[config.mk]
export PLATFORM = sky130hd
export DESIGN_NAME = vdms_regs
export DESIGN_NICKNAME = d
export VERILOG_FILES = /design/src/vdms_pkg.sv /design/src/vdms_regs.sv
export SDC_FILE = /design/constraint.sdc
export NUM_CORES = 1
export LEC_CHECK = 0
export BUFFER_PORTS_ARGS = -buffer_cell sky130_fd_sc_hd__buf_2
export CAP_MARGIN = 25
export CORE_MARGIN = 8
export CORE_UTILIZATION = 42
export CTS_CLUSTER_SIZE = 14
export DETAILED_ROUTE_END_ITERATION = 8
export PLACE_DENSITY = 0.62
export SLEW_MARGIN = 20
export SYNTH_ARGS = -nofsm -noshare
export SYNTH_HDL_FRONTEND = slang
export SYNTH_SLANG_ARGS = --single-unit
export TNS_END_PERCENT = 20
[constraint.sdc]
create_clock -name mclk_i -period 2.64 [get_ports mclk_i]
set_input_delay 0 -clock mclk_i [delete_from_list [all_inputs] [get_ports mclk_i]]
set_output_delay 0 -clock mclk_i [all_outputs]
set_load 0.02 [all_outputs]
[src/vdms_pkg.sv]
/*
 * Constants and carrier types for the decoder control and status bank.
 * Assumes a single 100 MHz decoder clock and a two-wire control bus.
 */
package vdms_pkg;

    // Subaddresses
    localparam logic [7:0] ADDR_MISC    = 8'h17;
    localparam logic [7:0] ADDR_GAIN    = 8'h18;
    localparam logic [7:0] ADDR_OFFSET  = 8'h19;
    localparam logic [7:0] ADDR_STAT1   = 8'h1E;
    localparam logic [7:0] ADDR_STAT2   = 8'h1F;

    // Field positions in the miscellaneous register
    localparam int BIT_LINE_CLK_DIS     = 7;
    localparam int BIT_HALF_CLK_DIS     = 6;
    localparam int LAT_HI               = 5;
    localparam int LAT_LO               = 3;
    localparam int BIT_ALT_GATE         = 2;
    localparam int BIT_STOP_MSB         = 1;
    localparam int BIT_START_MSB        = 0;

    // Reset values
    localparam logic [7:0] RST_MISC     = 8'h18;
    localparam logic [7:0] RST_GAIN     = 8'h80;
    localparam logic [7:0] RST_OFFSET   = 8'h80;

    // Search latency encodings
    localparam logic [2:0] LAT_RESERVED = 3'h0;
    localparam logic [2:0] LAT_DEFAULT  = 3'h3;

    // Raw data scaling
    localparam int GAIN_SHIFT           = 7;
    localparam logic [7:0] GAIN_OFF     = 8'h00;
    localparam logic [7:0] OFFSET_MAX   = 8'hFF;
    localparam logic signed [10:0] OFFSET_ZERO = 11'sh080;
    localparam logic signed [10:0] OFFSET_TOP  = 11'sh080;
    localparam logic signed [10:0] SAMPLE_MAX  = 11'sh0FF;

    // Control bus byte length
    localparam logic [3:0] BITS_PER_BYTE = 4'h8;

    typedef enum logic [3:0] {
        VDMS_IDLE    = 4'b0000,
        VDMS_ADDR    = 4'b0001,
        VDMS_ADDR_AK = 4'b0010,
        VDMS_SUB     = 4'b0011,
        VDMS_SUB_AK  = 4'b0100,
        VDMS_WR      = 4'b0101,
        VDMS_WR_AK   = 4'b0110,
        VDMS_RD      = 4'b0111,
        VDMS_RD_AK   = 4'b1000
    } vdms_bus_state_e;

    // Detector state from the decoder core
    typedef struct packed {
        logic       horiz_locked;
        logic       vert_locked;
        logic       all_loops_locked;
        logic       slow_tc_active;
        logic       gain_at_max;
        logic       gain_at_min;
        logic       white_peak_active;
        logic [1:0] colour_standard;
        logic       interlaced;
        logic       field_60hz;
        logic       stripe_stripe_type_three_flag;
        logic       stripe_any;
        logic       copy_protected;
    } vdms_detect_s;

    // Line timing from the decoder core
    typedef struct packed {
        logic       line_start;
        logic       field_start;
        logic       field_two;
        logic [8:0] line_count;
    } vdms_timing_s;

endpackage

[src/vdms_regs.sv]
/*
 * Control and status bank of the video decoder with its two-wire slave,
 * vertical gate generator, search loop pacing and raw data scaler.
 * Assumes detector and timing inputs come from logic on mclk_i, while
 * the serial clock and data pins are asynchronous.
 */
// Summary of operation
// Bits 7/6 low drive clock outputs
// Search latency in fields, 000 reserved
// Alternative position: gate one line earlier; code applies it in field two only
// Gate rises, field identifier toggles at start
// Gate falls at nine-bit stop line
// Gain scales raw data, zero is off
// Offset binary from -128 to +128
// First status byte, colour standard code
// Bit 6 high when horizontal unlocked
// Bit 5 shows slow time constant
// Bits 4/3 show gain limit top/bottom
// Bit 2 shows white peak loop
// Second status byte, bit 4 undefined
// Bit 7 shows interlaced source
// Bit 6 low only when both locked
// Bit 5 shows 60 Hz field rate
// Bit 3 shows type three stripe
// Bit 2 shows any colour stripe
// Bit 1 shows copy protected source
// Bit 0 ready when all loops locked
// Status reads side-free, writes ignored
`timescale 1ns/1ps

module vdms_regs #(
    parameter logic [6:0] DEV_ADDR = 7'h21  // Arbitrary value
) (
    input  wire logic                  mclk_i,
    input  wire logic                  rst_n_i,
    input  wire logic                  scl_i,
    input  wire logic                  sda_i,
    output logic                       sda_o,
    output logic                       sda_oe_o,
    input  wire vdms_pkg::vdms_detect_s detect_i,
    input  wire vdms_pkg::vdms_timing_s timing_i,
    input  wire logic [7:0]            gate_start_lsb_i,
    input  wire logic [7:0]            gate_stop_lsb_i,
    input  wire logic [7:0]            raw_data_i,
    input  wire logic                  raw_valid_i,
    output logic                       line_clock_oe_o,
    output logic                       half_line_clock_oe_o,
    output logic [2:0]                 search_loop_latency_o,
    output logic                       search_step_o,
    output logic                       vertical_gate_o,
    output logic                       field_identifier_o,
    output logic [7:0]                 raw_data_o,
    output logic                       raw_valid_o
);

    // Reset release and pin synchronisers
    logic       rst_meta_r;
    logic       rst_n;
    logic [2:0] scl_r;
    logic [2:0] sda_r;

    always_ff @(posedge mclk_i or negedge rst_n_i)
    begin
        if (!rst_n_i)
        begin
            rst_meta_r <= 1'b0;
            rst_n      <= 1'b0;
        end
        else
        begin
            rst_meta_r <= 1'b1;
            rst_n      <= rst_meta_r;
        end
    end

    always_ff @(posedge mclk_i or negedge rst_n)
    begin
        if (!rst_n)
        begin
            scl_r <= 3'h7;
            sda_r <= 3'h7;
        end
        else
        begin
            scl_r <= {scl_r[1:0], scl_i};
            sda_r <= {sda_r[1:0], sda_i};
        end
    end

    logic scl_rise;
    logic scl_fall;
    logic bus_start;
    logic bus_stop;
    logic sda_s;

    assign sda_s     = sda_r[1];
    assign scl_rise  = scl_r[1] & ~scl_r[2];
    assign scl_fall  = ~scl_r[1] & scl_r[2];
    assign bus_start = scl_r[1] & scl_r[2] & ~sda_r[1] & sda_r[2];
    assign bus_stop  = scl_r[1] & scl_r[2] & sda_r[1] & ~sda_r[2];

    // Register file
    logic [7:0] misc_r;
    logic [7:0] gain_r;
    logic [7:0] offset_r;
    logic [7:0] misc_nxt;
    logic [7:0] gain_nxt;
    logic [7:0] offset_nxt;
    logic [7:0] stat1;
    logic [7:0] stat2;
    logic       wr_en;
    logic [7:0] sub_r;
    logic [7:0] shift_r;

    // Status bytes sampled live, bit 7 of the first and bit 4 of the second read zero
    assign stat1 = {1'b0,
                    ~detect_i.horiz_locked,
                    detect_i.slow_tc_active,
                    detect_i.gain_at_max,
                    detect_i.gain_at_min,
                    detect_i.white_peak_active,
                    detect_i.colour_standard};
    assign stat2 = {detect_i.interlaced,
                    ~(detect_i.horiz_locked &
                      detect_i.vert_locked),
                    detect_i.field_60hz,
                    1'b0,
                    detect_i.stripe_stripe_type_three_flag,
                    detect_i.stripe_any,
                    detect_i.copy_protected,
                    detect_i.all_loops_locked &
                    detect_i.horiz_locked &
                    detect_i.vert_locked};

    function automatic logic [7:0] read_mux(input logic [7:0] sub);
        logic [7:0] val;
        val = 8'h00;
        unique case (sub)
            vdms_pkg::ADDR_MISC:   val = misc_r;
            vdms_pkg::ADDR_GAIN:   val = gain_r;
            vdms_pkg::ADDR_OFFSET: val = offset_r;
            vdms_pkg::ADDR_STAT1:  val = stat1;
            vdms_pkg::ADDR_STAT2:  val = stat2;
            default:               val = 8'h00;
        endcase
        return val;
    endfunction

    always_comb
    begin
        misc_nxt   = misc_r;
        gain_nxt   = gain_r;
        offset_nxt = offset_r;
        if (wr_en)
        begin
            // Status subaddresses fall through untouched, see
            unique case (sub_r)
                vdms_pkg::ADDR_MISC:   misc_nxt   = shift_r;
                vdms_pkg::ADDR_GAIN:   gain_nxt   = shift_r;
                vdms_pkg::ADDR_OFFSET: offset_nxt = shift_r;
                default:               misc_nxt   = misc_r;
            endcase
        end
    end

    always_ff @(posedge mclk_i or negedge rst_n)
    begin
        if (!rst_n)
        begin
            misc_r   <= vdms_pkg::RST_MISC;
            gain_r   <= vdms_pkg::RST_GAIN;
            offset_r <= vdms_pkg::RST_OFFSET;
        end
        else
        begin
            misc_r   <= misc_nxt;
            gain_r   <= gain_nxt;
            offset_r <= offset_nxt;
        end
    end

    // Two-wire slave
    vdms_pkg::vdms_bus_state_e st_r;
    vdms_pkg::vdms_bus_state_e st_nxt;
    logic [3:0] cnt_r;
    logic [3:0] cnt_nxt;
    logic [7:0] shift_nxt;
    logic [7:0] sub_nxt;
    logic       rw_r;
    logic       rw_nxt;
    logic       drive_r;
    logic       drive_nxt;
    logic [7:0] rd_byte;

    // Procedural, so a change of any bank byte reaches the read path
    always_comb
    begin
        rd_byte = read_mux(sub_r);
    end

    always_comb
    begin
        st_nxt    = st_r;
        cnt_nxt   = cnt_r;
        shift_nxt = shift_r;
        sub_nxt   = sub_r;
        rw_nxt    = rw_r;
        drive_nxt = drive_r;
        wr_en     = 1'b0;
        if (bus_stop)
        begin
            st_nxt    = vdms_pkg::VDMS_IDLE;
            drive_nxt = 1'b0;
        end
        else if (bus_start)
        begin
            st_nxt    = vdms_pkg::VDMS_ADDR;
            cnt_nxt   = 4'h0;
            drive_nxt = 1'b0;
        end
        else
        begin
            unique case (st_r)
                vdms_pkg::VDMS_IDLE:
                    st_nxt = st_r;
                vdms_pkg::VDMS_ADDR, vdms_pkg::VDMS_SUB, vdms_pkg::VDMS_WR:
                begin
                    if (scl_rise)
                    begin
                        shift_nxt = {shift_r[6:0], sda_s};
                        cnt_nxt   = cnt_r + 4'h1;
                    end
                    else if (scl_fall && cnt_r == vdms_pkg::BITS_PER_BYTE)
                    begin
                        drive_nxt = 1'b1;
                        if (st_r == vdms_pkg::VDMS_ADDR)
                        begin
                            rw_nxt = shift_r[0];
                            if (shift_r[7:1] == DEV_ADDR)
                                st_nxt = vdms_pkg::VDMS_ADDR_AK;
                            else
                            begin
                                st_nxt    = vdms_pkg::VDMS_IDLE;
                                drive_nxt = 1'b0;
                            end
                        end
                        else if (st_r == vdms_pkg::VDMS_SUB)
                        begin
                            sub_nxt = shift_r;
                            st_nxt  = vdms_pkg::VDMS_SUB_AK;
                        end
                        else
                        begin
                            wr_en   = 1'b1;
                            sub_nxt = sub_r + 8'h01;
                            st_nxt  = vdms_pkg::VDMS_WR_AK;
                        end
                    end
                end
                vdms_pkg::VDMS_ADDR_AK:
                    if (scl_fall)
                    begin
                        cnt_nxt = 4'h0;
                        if (rw_r)
                        begin
                            shift_nxt = rd_byte;
                            drive_nxt = ~rd_byte[7];
                            st_nxt    = vdms_pkg::VDMS_RD;
                        end
                        else
                        begin
                            drive_nxt = 1'b0;
                            st_nxt    = vdms_pkg::VDMS_SUB;
                        end
                    end
                vdms_pkg::VDMS_SUB_AK, vdms_pkg::VDMS_WR_AK:
                    if (scl_fall)
                    begin
                        drive_nxt = 1'b0;
                        cnt_nxt   = 4'h0;
                        st_nxt    = vdms_pkg::VDMS_WR;
                    end
                vdms_pkg::VDMS_RD:
                    if (scl_rise)
                        cnt_nxt = cnt_r + 4'h1;
                    else if (scl_fall)
                    begin
                        if (cnt_r == vdms_pkg::BITS_PER_BYTE)
                        begin
                            drive_nxt = 1'b0;
                            sub_nxt   = sub_r + 8'h01;
                            st_nxt    = vdms_pkg::VDMS_RD_AK;
                        end
                        else
                        begin
                            shift_nxt = {shift_r[6:0], 1'b0};
                            drive_nxt = ~shift_r[6];
                        end
                    end
                vdms_pkg::VDMS_RD_AK:
                    if (scl_rise && sda_s)
                        st_nxt = vdms_pkg::VDMS_IDLE;
                    else if (scl_fall)
                    begin
                        // Reads have no side effect on state, see
                        cnt_nxt   = 4'h0;
                        shift_nxt = rd_byte;
                        drive_nxt = ~rd_byte[7];
                        st_nxt    = vdms_pkg::VDMS_RD;
                    end
                default:
                begin
                    st_nxt    = vdms_pkg::VDMS_IDLE;
                    drive_nxt = 1'b0;
                end
            endcase
        end
    end

    always_ff @(posedge mclk_i or negedge rst_n)
    begin
        if (!rst_n)
        begin
            st_r    <= vdms_pkg::VDMS_IDLE;
            cnt_r   <= 4'h0;
            shift_r <= 8'h00;
            sub_r   <= 8'h00;
            rw_r    <= 1'b0;
            drive_r <= 1'b0;
        end
        else
        begin
            st_r    <= st_nxt;
            cnt_r   <= cnt_nxt;
            shift_r <= shift_nxt;
            sub_r   <= sub_nxt;
            rw_r    <= rw_nxt;
            drive_r <= drive_nxt;
        end
    end

    assign sda_o    = 1'b0;
    assign sda_oe_o = drive_r;

    // Clock output enables
    assign line_clock_oe_o      =
        ~misc_r[vdms_pkg::BIT_LINE_CLK_DIS];
    assign half_line_clock_oe_o =
        ~misc_r[vdms_pkg::BIT_HALF_CLK_DIS];

    // Search loop pacing, one step each latency fields
    logic [2:0] lat;
    logic [2:0] fld_r;
    logic [2:0] fld_nxt;
    logic       step_nxt;
    logic       step_r;

    assign lat = (misc_r[vdms_pkg::LAT_HI:vdms_pkg::LAT_LO] ==
                  vdms_pkg::LAT_RESERVED) ? vdms_pkg::LAT_DEFAULT
               : misc_r[vdms_pkg::LAT_HI:vdms_pkg::LAT_LO];

    always_comb
    begin
        fld_nxt  = fld_r;
        step_nxt = 1'b0;
        if (timing_i.field_start)
        begin
            if (fld_r + 3'h1 >= lat)
            begin
                fld_nxt  = 3'h0;
                step_nxt = 1'b1;
            end
            else
                fld_nxt = fld_r + 3'h1;
        end
    end

    // Vertical gate and field identifier
    logic [8:0] start_line;
    logic [8:0] stop_line;
    logic [8:0] cmp_line;
    logic       gate_r;
    logic       gate_nxt;
    logic       fid_r;
    logic       fid_nxt;

    assign start_line = {misc_r[vdms_pkg::BIT_START_MSB],
                         gate_start_lsb_i};
    assign stop_line  = {misc_r[vdms_pkg::BIT_STOP_MSB],
                         gate_stop_lsb_i};
    // Looking one line ahead moves the gate one line earlier
    assign cmp_line   = (misc_r[vdms_pkg::BIT_ALT_GATE] &&
                         timing_i.field_two)
                      ? timing_i.line_count + 9'h001
                      : timing_i.line_count;

    always_comb
    begin
        gate_nxt = gate_r;
        fid_nxt  = fid_r;
        if (timing_i.line_start)
        begin
            if (cmp_line == start_line)
            begin
                gate_nxt = 1'b1;
                fid_nxt  = ~fid_r;
            end
            else if (cmp_line == stop_line)
                gate_nxt = 1'b0;
        end
    end

    // Raw data gain and offset
    logic [15:0]       prod;
    logic signed [10:0] scaled;
    logic signed [10:0] offs;
    logic signed [10:0] sum;
    logic [7:0]        raw_nxt;
    logic              rvalid_nxt;
    logic [7:0]        raw_r;
    logic              rvalid_r;

    assign prod   = raw_data_i * gain_r;
    assign scaled = signed'({2'b00, prod[15:vdms_pkg::GAIN_SHIFT]});
    assign offs   = (offset_r == vdms_pkg::OFFSET_MAX)
                  ? vdms_pkg::OFFSET_TOP
                  : signed'({3'b000, offset_r}) - vdms_pkg::OFFSET_ZERO;
    assign sum    = scaled + offs;

    always_comb
    begin
        rvalid_nxt = raw_valid_i && (gain_r != vdms_pkg::GAIN_OFF);
        if (gain_r == vdms_pkg::GAIN_OFF)
            raw_nxt = 8'h00;
        else if (sum < 0)
            raw_nxt = 8'h00;
        else if (sum > vdms_pkg::SAMPLE_MAX)
            raw_nxt = 8'hFF;
        else
            raw_nxt = sum[7:0];
    end

    always_ff @(posedge mclk_i or negedge rst_n)
    begin
        if (!rst_n)
        begin
            fld_r    <= 3'h0;
            step_r   <= 1'b0;
            gate_r   <= 1'b0;
            fid_r    <= 1'b0;
            raw_r    <= 8'h00;
            rvalid_r <= 1'b0;
        end
        else
        begin
            fld_r    <= fld_nxt;
            step_r   <= step_nxt;
            gate_r   <= gate_nxt;
            fid_r    <= fid_nxt;
            raw_r    <= raw_nxt;
            rvalid_r <= rvalid_nxt;
        end
    end

    assign search_loop_latency_o = lat;
    assign search_step_o         = step_r;
    assign vertical_gate_o       = gate_r;
    assign field_identifier_o    = fid_r;
    assign raw_data_o            = raw_r;
    assign raw_valid_o           = rvalid_r;

endmodule

==> results of run 1 <==
==> cell families after synthesis <==
group	after synthesis	share of synthesized area [%]
AND/OR/NAND/NOR	245	20.3
multiplexers	39	6.23
buffers and inverters	95	5.68
other	2	0.108
AO/OA/AOI/OAI	159	15.7
XOR/XNOR	43	5.51
adder cells (fa/ha/maj)	90	20.0
flip-flops	73	26.4
==> cells in the mapped netlist (17+ instances only) <==
cell | instances | area, um^2
xnor2_1 | 21 | 184
dfrtp_1 | 63 | 1580
inv_1 | 69 | 259
nand2_1 | 56 | 210
nor2_1 | 34 | 128
fa_1 | 36 | 721
mux2_2 | 25 | 282
o21ai_0 | 35 | 175
ha_1 | 54 | 676
a21oi_1 | 28 | 140
nor2b_1 | 17 | 106
xor2_1 | 21 | 184
and2_1 | 53 | 332
==> worst max-delay path, cell delays in order (launching register included) <==
cell	delay [ns]
dfrtp_1	0.39
buf_4	0.15
and2_1	0.14
fa_1	0.46
fa_1	0.50
fa_1	0.49
inv_1	0.05
fa_1	0.55
inv_2	0.05
ha_4	0.26
and3_1	0.15
nand4_1	0.19
a311o_1	0.32
nand2_1	0.11
xnor2_1	0.08
ha_1	0.22
nor3_2	0.20
or4b_4	0.51
a21oi_4	0.21
mux2i_4	0.14
a31oi_1	0.23
==> worst min-delay path by stage <==
stage	from	endpoint	slack, ns	cells after the start
finish	timing_i[6]	vertical_gate_o	0.08	4
global placement	rst_n_i	rst_meta_r	-0.21	1
global route	timing_i[6]	vertical_gate_o	0.10	4
CTS	timing_i[6]	vertical_gate_o	0.09	4
floorplan	rst_n_i	rst_meta_r	-0.30	0
detailed placement	rst_n_i	rst_meta_r	-0.21	1
==> metal layers <==
layer  vias up  GRT usage (%)
li1       2925              -
met1      2807           23.3
met2       156           30.6
met3        21           2.82
met4         0           4.98
met5         -              0
==> repair_timing <==
action | 4_1_cts | 5_1_grt
pin swaps | 29 | 12
resized for setup | 19 | 3
hold buffers | 6 | 0
endpoints found under the setup margin | 8 | 8
endpoints found under the hold margin | 9 | 0
buffers inserted | 7 | 1
==> state kept, by name, indices dropped and copies added, names as in the netlist <==
register	flops
raw_data_o	8
rst_meta_r	1
shift_r	8
offset_r	8
sda_r	3
misc_r	8
search_step_o	1
cnt_r	4
field_identifier_o	1
gain_r	8
sub_r	8
rst_n	1
fld_r	3
scl_r	3
raw_valid_o	1
vertical_gate_o	1
sda_oe_o	1
rw_r	1
st_r	4
==> layout make-up <==
| cell class | instances | area [um^2] |
|---|---|---|
| flip-flops and latches | 73 | 1850 |
| clock buffers | 10 | 229 |
| multi-input cells | 578 | 4900 |
| fillers | 1505 | 7680 |
| well taps | 220 | 275 |
| inverters | 69 | 259 |
| repair buffers | 171 | 1150 |
| clock inverters | 6 | 66.3 |
==> per-stage QoR <==
stage	instance area [um^2]	worst slack (ns)	cells	util, %	setup TNS [ns]
2_1_floorplan	7110	-2.66	746	-	-21.26
3_3_place_gp	8210	-2.86	1096	50.0	-22.88
3_5_place_dp	8210	-2.91	1096	50.0	-23.26
4_1_cts	8690	-2.82	1125	52.9	-22.48
5_1_grt	8730	-3.14	1127	53.2	-24.96
6_report	8730	-2.85	1127	53.2	-22.47
==> power by group <==
group / leakage (nW) / internal (mW) / switching, mW
clock: 0.135 / 0.734 / 0.498
combinational: 3.28 / 0.412 / 0.472
sequential: 0.894 / 1.24 / 0.176
==> results.md, run 1 <==
- Synthesized instance count: roughly 750
- Commonest cells after routing, fill and taps aside: buf_4, buf_2, inv_1
- WL met3: 1010 um
- Fin nets: around 1000
- Maxcap violations: 0
- Final Hold Fails: 0
- Uppermost routed layer: met4
- # setup viols final: 8
- Synth async-reset ratio: 100%
- Failing checks: setup timing
- Worst reg2reg path depth: 20
- Fraction of layout cells with a size suffix above 1: a little under a third
- Total CTS buffers: 9
- Die X: 145 um
- Gr usage total: 18.0%
- DRC viols: 0
- CP Data Required Time: 2.88 ns
- Gpl congestion: 0.882
- Prevailing post-synth register cell: dfrtp_1
- Worst slew pin tran: 0.677 ns
- Area of the core: between 15000 and 20000 um^2
- Ports: 74
- Vias: about 5900
- Syn Nets: 891
- Min-delay worst type: input port to flip-flop
- Largest net degree at the start of global routing: 72
- First drt pass iteration count: 5
- Mean number of vias per cell: 5.24
- Tot Pwr: 3.53 mW
- Met1 Routed Length: 8130 um
- Achievable Freq: 0.182 GHz
- Outcome: finished with violations
- Number of synthesized flops with an enable pin: 0
- Buffers on Ports: 72
- Row count: 47
- Worst VDD drop: 480 uV
- CP Launch Point: gain_r[5]
- End point of the critical path: raw_data_o[1]
- Post-Route WL: ~18000 um
- Die area: 21000 um^2
- Mapped Area: roughly 7000 um^2
- Area growth, synth to finish: 25.3%
- Final min period: 5.49 ns
- Yosys cell types: 86
- Sink Count: 73
- Global-route wire length before repair: between 30000 and 40000 um
- Power Dens Cells: 405 nW/um^2
- Clock Path Buffers: 2
- Max FO, Critical Path: 8
- Initial Util: 42.5%
- Reg2reg start: gain_r[5]
- Vias in the first global route: about 6100
- RSZ-0062 raised after global routing: yes
- Commonest non-fill, non-tap cell in the layout: buf_4
- Startpoint types: flip-flop
- Yosys reg bits: 73
- Worst-case hold slack: 0.0839 ns
- CTS tree: yes
- Crit. End Element: flip-flop
- Yosys warnings: 0
- H-tree levels: 3
- Starting DRT DRC Count: 309
- Grt total ovfl: 0
- Initial antenna violation count: 0
- Seq/Total Area, Yosys: 26.4%
- Min setup slack post-route: -2.85 ns
- Clk_lat worst skew: approximately 0.34 ns
- Final ANT Viol Nets: 0
- Pins Over Slew Limit: 0
- CP Class: flip-flop to flip-flop
- Die height: 145 um
- CP arrival: 5.73 ns
- Post-Syn Area per Cell: 9.34 um^2
- Final period util: 208%
- LEAKAGE: 4.31 nW
- RR Endpoint: raw_data_o[1]
- Routed len/inst: 16.0 um
- Detail Placement HPWL: 13900 um
- Root Buffer: clkbuf_16
- WL met2: 8650 um
- Antenna cells: 0
- Internal reg-to-reg setup slack: -2.85 ns
- Clk_skew: 0.00996 ns
- Relative slew margins: 54.5%
- Reg clk slew, reported paths: 0.07 ns
Note: power is estimated with default switching activity, not from simulation.
==> run 2, diff against run 1 <==
==> constraint.sdc (replaced) <==
create_clock -name mclk_i -period 2.64 [get_ports mclk_i]
set_input_delay 0.396 -clock mclk_i [delete_from_list [all_inputs] [get_ports mclk_i]]
set_output_delay 0.396 -clock mclk_i [all_outputs]
set_load 0.02 [all_outputs]
==> run 2 against run 1 <==
Effect of this change: count of clock-buffer cells in the layout unchanged; non-clock buffer count down 17; highest routed layer unchanged; clock power up 6%; routed wire length down 0.95%; combinational power down 0.5%; sequential power about the same; first-iteration DRC count down 31%; global-route usage about the same; largest power group unchanged; the run still ends with setup timing left.
==> results.md, run 2 (same netlist as run 1, synthesis figures left out) <==
- Outcome: finished with violations
- Failing checks: setup timing
- Final ANT Viol Nets: 0 (unchanged)
- GR Util met3: 3.38% (+0.56 points)
- Clk_lat worst skew: 0.35 ns (about the same)
- Global-route wire length before repair: 30100 um (-0.30%)
- Gpl congestion: 0.875 (-0.79%)
- Commonest non-fill, non-tap cell in the layout: buf_4
- Root Buffer: clkbuf_16
- M1 GR Usage: 23.9% (+0.61 points)
- Max FO, Critical Path: 8 (unchanged)
- First drt pass iteration count: 5 (unchanged)
- Levels on crit path: 23 (+15%)
- Cell mode on critical path: ha_1
- H-tree levels: 3 (unchanged)
- Buffers on Ports: 72 (unchanged)
- Clock Power Share: 36.0% (+1.2 points)
- Detail Placement HPWL: 13900 um (about the same)
- Reg2reg start: gain_r[3]
- Worst-case hold slack: 0.143 ns (+0.0589 ns)
- End point of the critical path: raw_data_o[4]
- Part of the power in registers: 39.5% (-0.6 points)
- Final Non-Filler Cells: 1110 (-1.5%)
- Tot Pwr: 3.60 mW (+1.9%)
- Ports: 74 (unchanged)
- Clk_skew: 0.0101 ns (+0.000125 ns)
- CP arrival: 5.77 ns (+0.04 ns)
- Final Util: 52.3% (-0.92 points)
- Vias in the first global route: 5982 (-1.6%)
- Mean number of vias per cell: 5.27 (+0.50%)
- Vias: 5849 (-1.0%)
- Starting DRT DRC Count: 213 (-31%)
- Initial antenna violation count: 0 (unchanged)
- Antenna cells: 0 (unchanged)
- CP Class: flip-flop to flip-flop
- RR Endpoint: raw_data_o[4]
- Largest net degree at the start of global routing: 72 (unchanged)
- Fin nets: 1030 (-1.6%)
- CTS tree: yes
- Worst reg2reg path depth: 23 (+15%)
- RSZ-0062 raised after global routing: yes
- Die height: 145 um (unchanged)
- GRT busiest layer: met2
- DRC viols: 0 (unchanged)
- Min-delay worst type: input port to flip-flop
- Worst VDD drop: 451 uV (-6.0%)
- Die area: 21000 um^2 (unchanged)
- Row count: 47 (unchanged)
- Post-Route WL: 17900 um (-0.95%)
- Power Dens Cells: 420 nW/um^2 (+3.7%)
- Routed len/inst: 16.1 um (+0.57%)
- Inst Count DP: 1089 (-0.64%)
- CP Data Required Time: 2.89 ns (about the same)
- Crit-path cells: buf_6 -> and2_1 -> ha_1 -> fa_1 -> ha_1 -> inv_1 -> fa_1 -> inv_1 -> ha_1 -> nand4_1 -> o31ai_4 -> buf_4 -> nand2_1 -> xnor2_1 -> ha_1 -> inv_1 -> fa_1 -> nor2b_4 -> o31a_1 -> or4b_4 -> a21oi_4 -> mux2i_4 -> a31oi_1
- Placement Cell Area: 8160 um^2 (-0.64%)
- Clock Path Buffers: 2 (unchanged)
- Grt met2 use: 29.3% (-1.3 points)
- Grt total ovfl: 0 (unchanged)
- Final Hold Fails: 0 (unchanged)
- Final period util: 209% (+1.2 points)
- Fin area: 8570 um^2 (-1.7%)
- CP max stage cell: or4b_4
- Cell family with most CP delay: adder cells
- Worst slew pin tran: 0.651 ns (-0.0258 ns)
- CP Launch Point: gain_r[3]
- Comb pwr share: 24.5% (-0.5 points)
- Sw Ratio: 32.7% (+0.32 points)
- Total CTS buffers: 9 (unchanged)
- Area of the core: 16400 um^2 (unchanged)
- Pins Over Slew Limit: 0 (unchanged)
- Reg clk slew, reported paths: 0.07 ns (about the same)
- Psw: 1.18 mW (+2.8%)
- Fraction of layout cells with a size suffix above 1: 29.2% (-1.2 points)
- Die X: 145 um (unchanged)
- Gr usage total: 18.1% (+0.048 points)
- Achievable Freq: 0.181 GHz (-0.58%)
- Final min period: 5.52 ns (+0.0321 ns)
- Area growth, synth to finish: 23.1%
- Maxcap violations: 0 (unchanged)
- Relative slew margins: 56.2% (+1.7 points)
- Internal reg-to-reg setup slack: -2.88 ns (-0.03 ns)
- Slowest Stage Delay on Critical Path: 0.56 ns (about the same)
- Commonest cells after routing, fill and taps aside: buf_4, buf_2, inv_1
- Sink Count: 73 (unchanged)
- LEAKAGE: 4.26 nW (-1.2%)
- Min setup slack post-route: -2.88 ns (-0.0321 ns)
- CP bufs+invs: 5 (+2)
- # setup viols final: 8 (unchanged)
- Initial Util: 42.5% (unchanged)
- Crit. End Element: flip-flop
- Startpoint types: flip-flop
- Internal Pwr Total: 2.42 mW (+1.4%)
run 2: changes by cell type in the layout (fill, tap and decap cells not counted), moves of 2 or more:
cell	previous run	this run
clkinvlp_4	3	1
ha_2	2	0
dlygate4sd3_1	6	1
clkinv_4	0	2
ha_1	48	51
buf_4	90	79
run 2: through the flow:
| step | worst slack, ns | TNS [ns] |
|---|---|---|
| 2_1_floorplan | -2.66 | -21.26 |
| 3_3_place_gp | -2.89 | -23.13 |
| 3_5_place_dp | -2.92 | -23.31 |
| 4_1_cts | -2.82 | -22.38 |
| 5_1_grt | -3.16 | -25.19 |
| 6_report | -2.88 | -22.82 |
run 2: final cells by class:
type / instances / area [um^2]
timing repair buffer: 154 / 1000
fill: 1537 / 7830
multi-input combinational: 578 / 4870
clock buffer: 10 / 239
tap: 220 / 275
sequential: 73 / 1850
inverter: 69 / 259
clock inverter: 6 / 75.1
run 2: worst register-to-register path, cell delays in order (launching register included):
cell and delay (ns):
dfrtp_2 0.46, buf_6 0.15, and2_1 0.13, ha_1 0.20, fa_1 0.48, ha_1 0.29, inv_1 0.05, fa_1 0.55
inv_1 0.06, ha_1 0.26, nand4_1 0.13, o31ai_4 0.31, buf_4 0.17, nand2_1 0.05, xnor2_1 0.16, ha_1 0.23
inv_1 0.07, fa_1 0.24, nor2b_4 0.05, o31a_1 0.29, or4b_4 0.56, a21oi_4 0.21, mux2i_4 0.13, a31oi_1 0.21
run 2: power by group through the flow:
stage	Sequential (mW)	Clock [mW]	Combinational, mW
2_1_floorplan	1.39	0	0.574
3_3_place_gp	1.46	0	0.848
3_5_place_dp	1.46	0	0.855
4_1_cts	1.44	1.33	0.860
5_1_grt	1.44	1.38	0.969
6_report	1.42	1.30	0.881
run 2: worst min-delay path by stage:
stage                     startpoint         end  slack (ns)  cells past startpoint
final                          scl_i    scl_r[0]        0.14                      1
after global routing           scl_i    scl_r[0]        0.12                      1
after CTS                      scl_i    scl_r[0]        0.13                      1
after detailed placement     rst_n_i  rst_meta_r        0.18                      1
after global placement       rst_n_i  rst_meta_r        0.18                      1
after floorplan              rst_n_i  rst_meta_r        0.10                      0
run 2: timing repair:
item                                    in CTS  in global routing
pin swaps                                   13                 13
endpoints found under the hold margin        2                  0
buffers inserted                             0                  3
hold buffers                                 1                  0
endpoints found under the setup margin       8                  8
gates resized for setup                      7                  7
run 2: layer usage:
| layer | share of wire [%] | vias up |
|---|---|---|
| met3 | 5.5 | 29 |
| met2 | 46 | 160 |
| met5 | 0 | - |
| met1 | 46 | 2776 |
| li1 | - | 2884 |
| met4 | 2.2 | 0 |
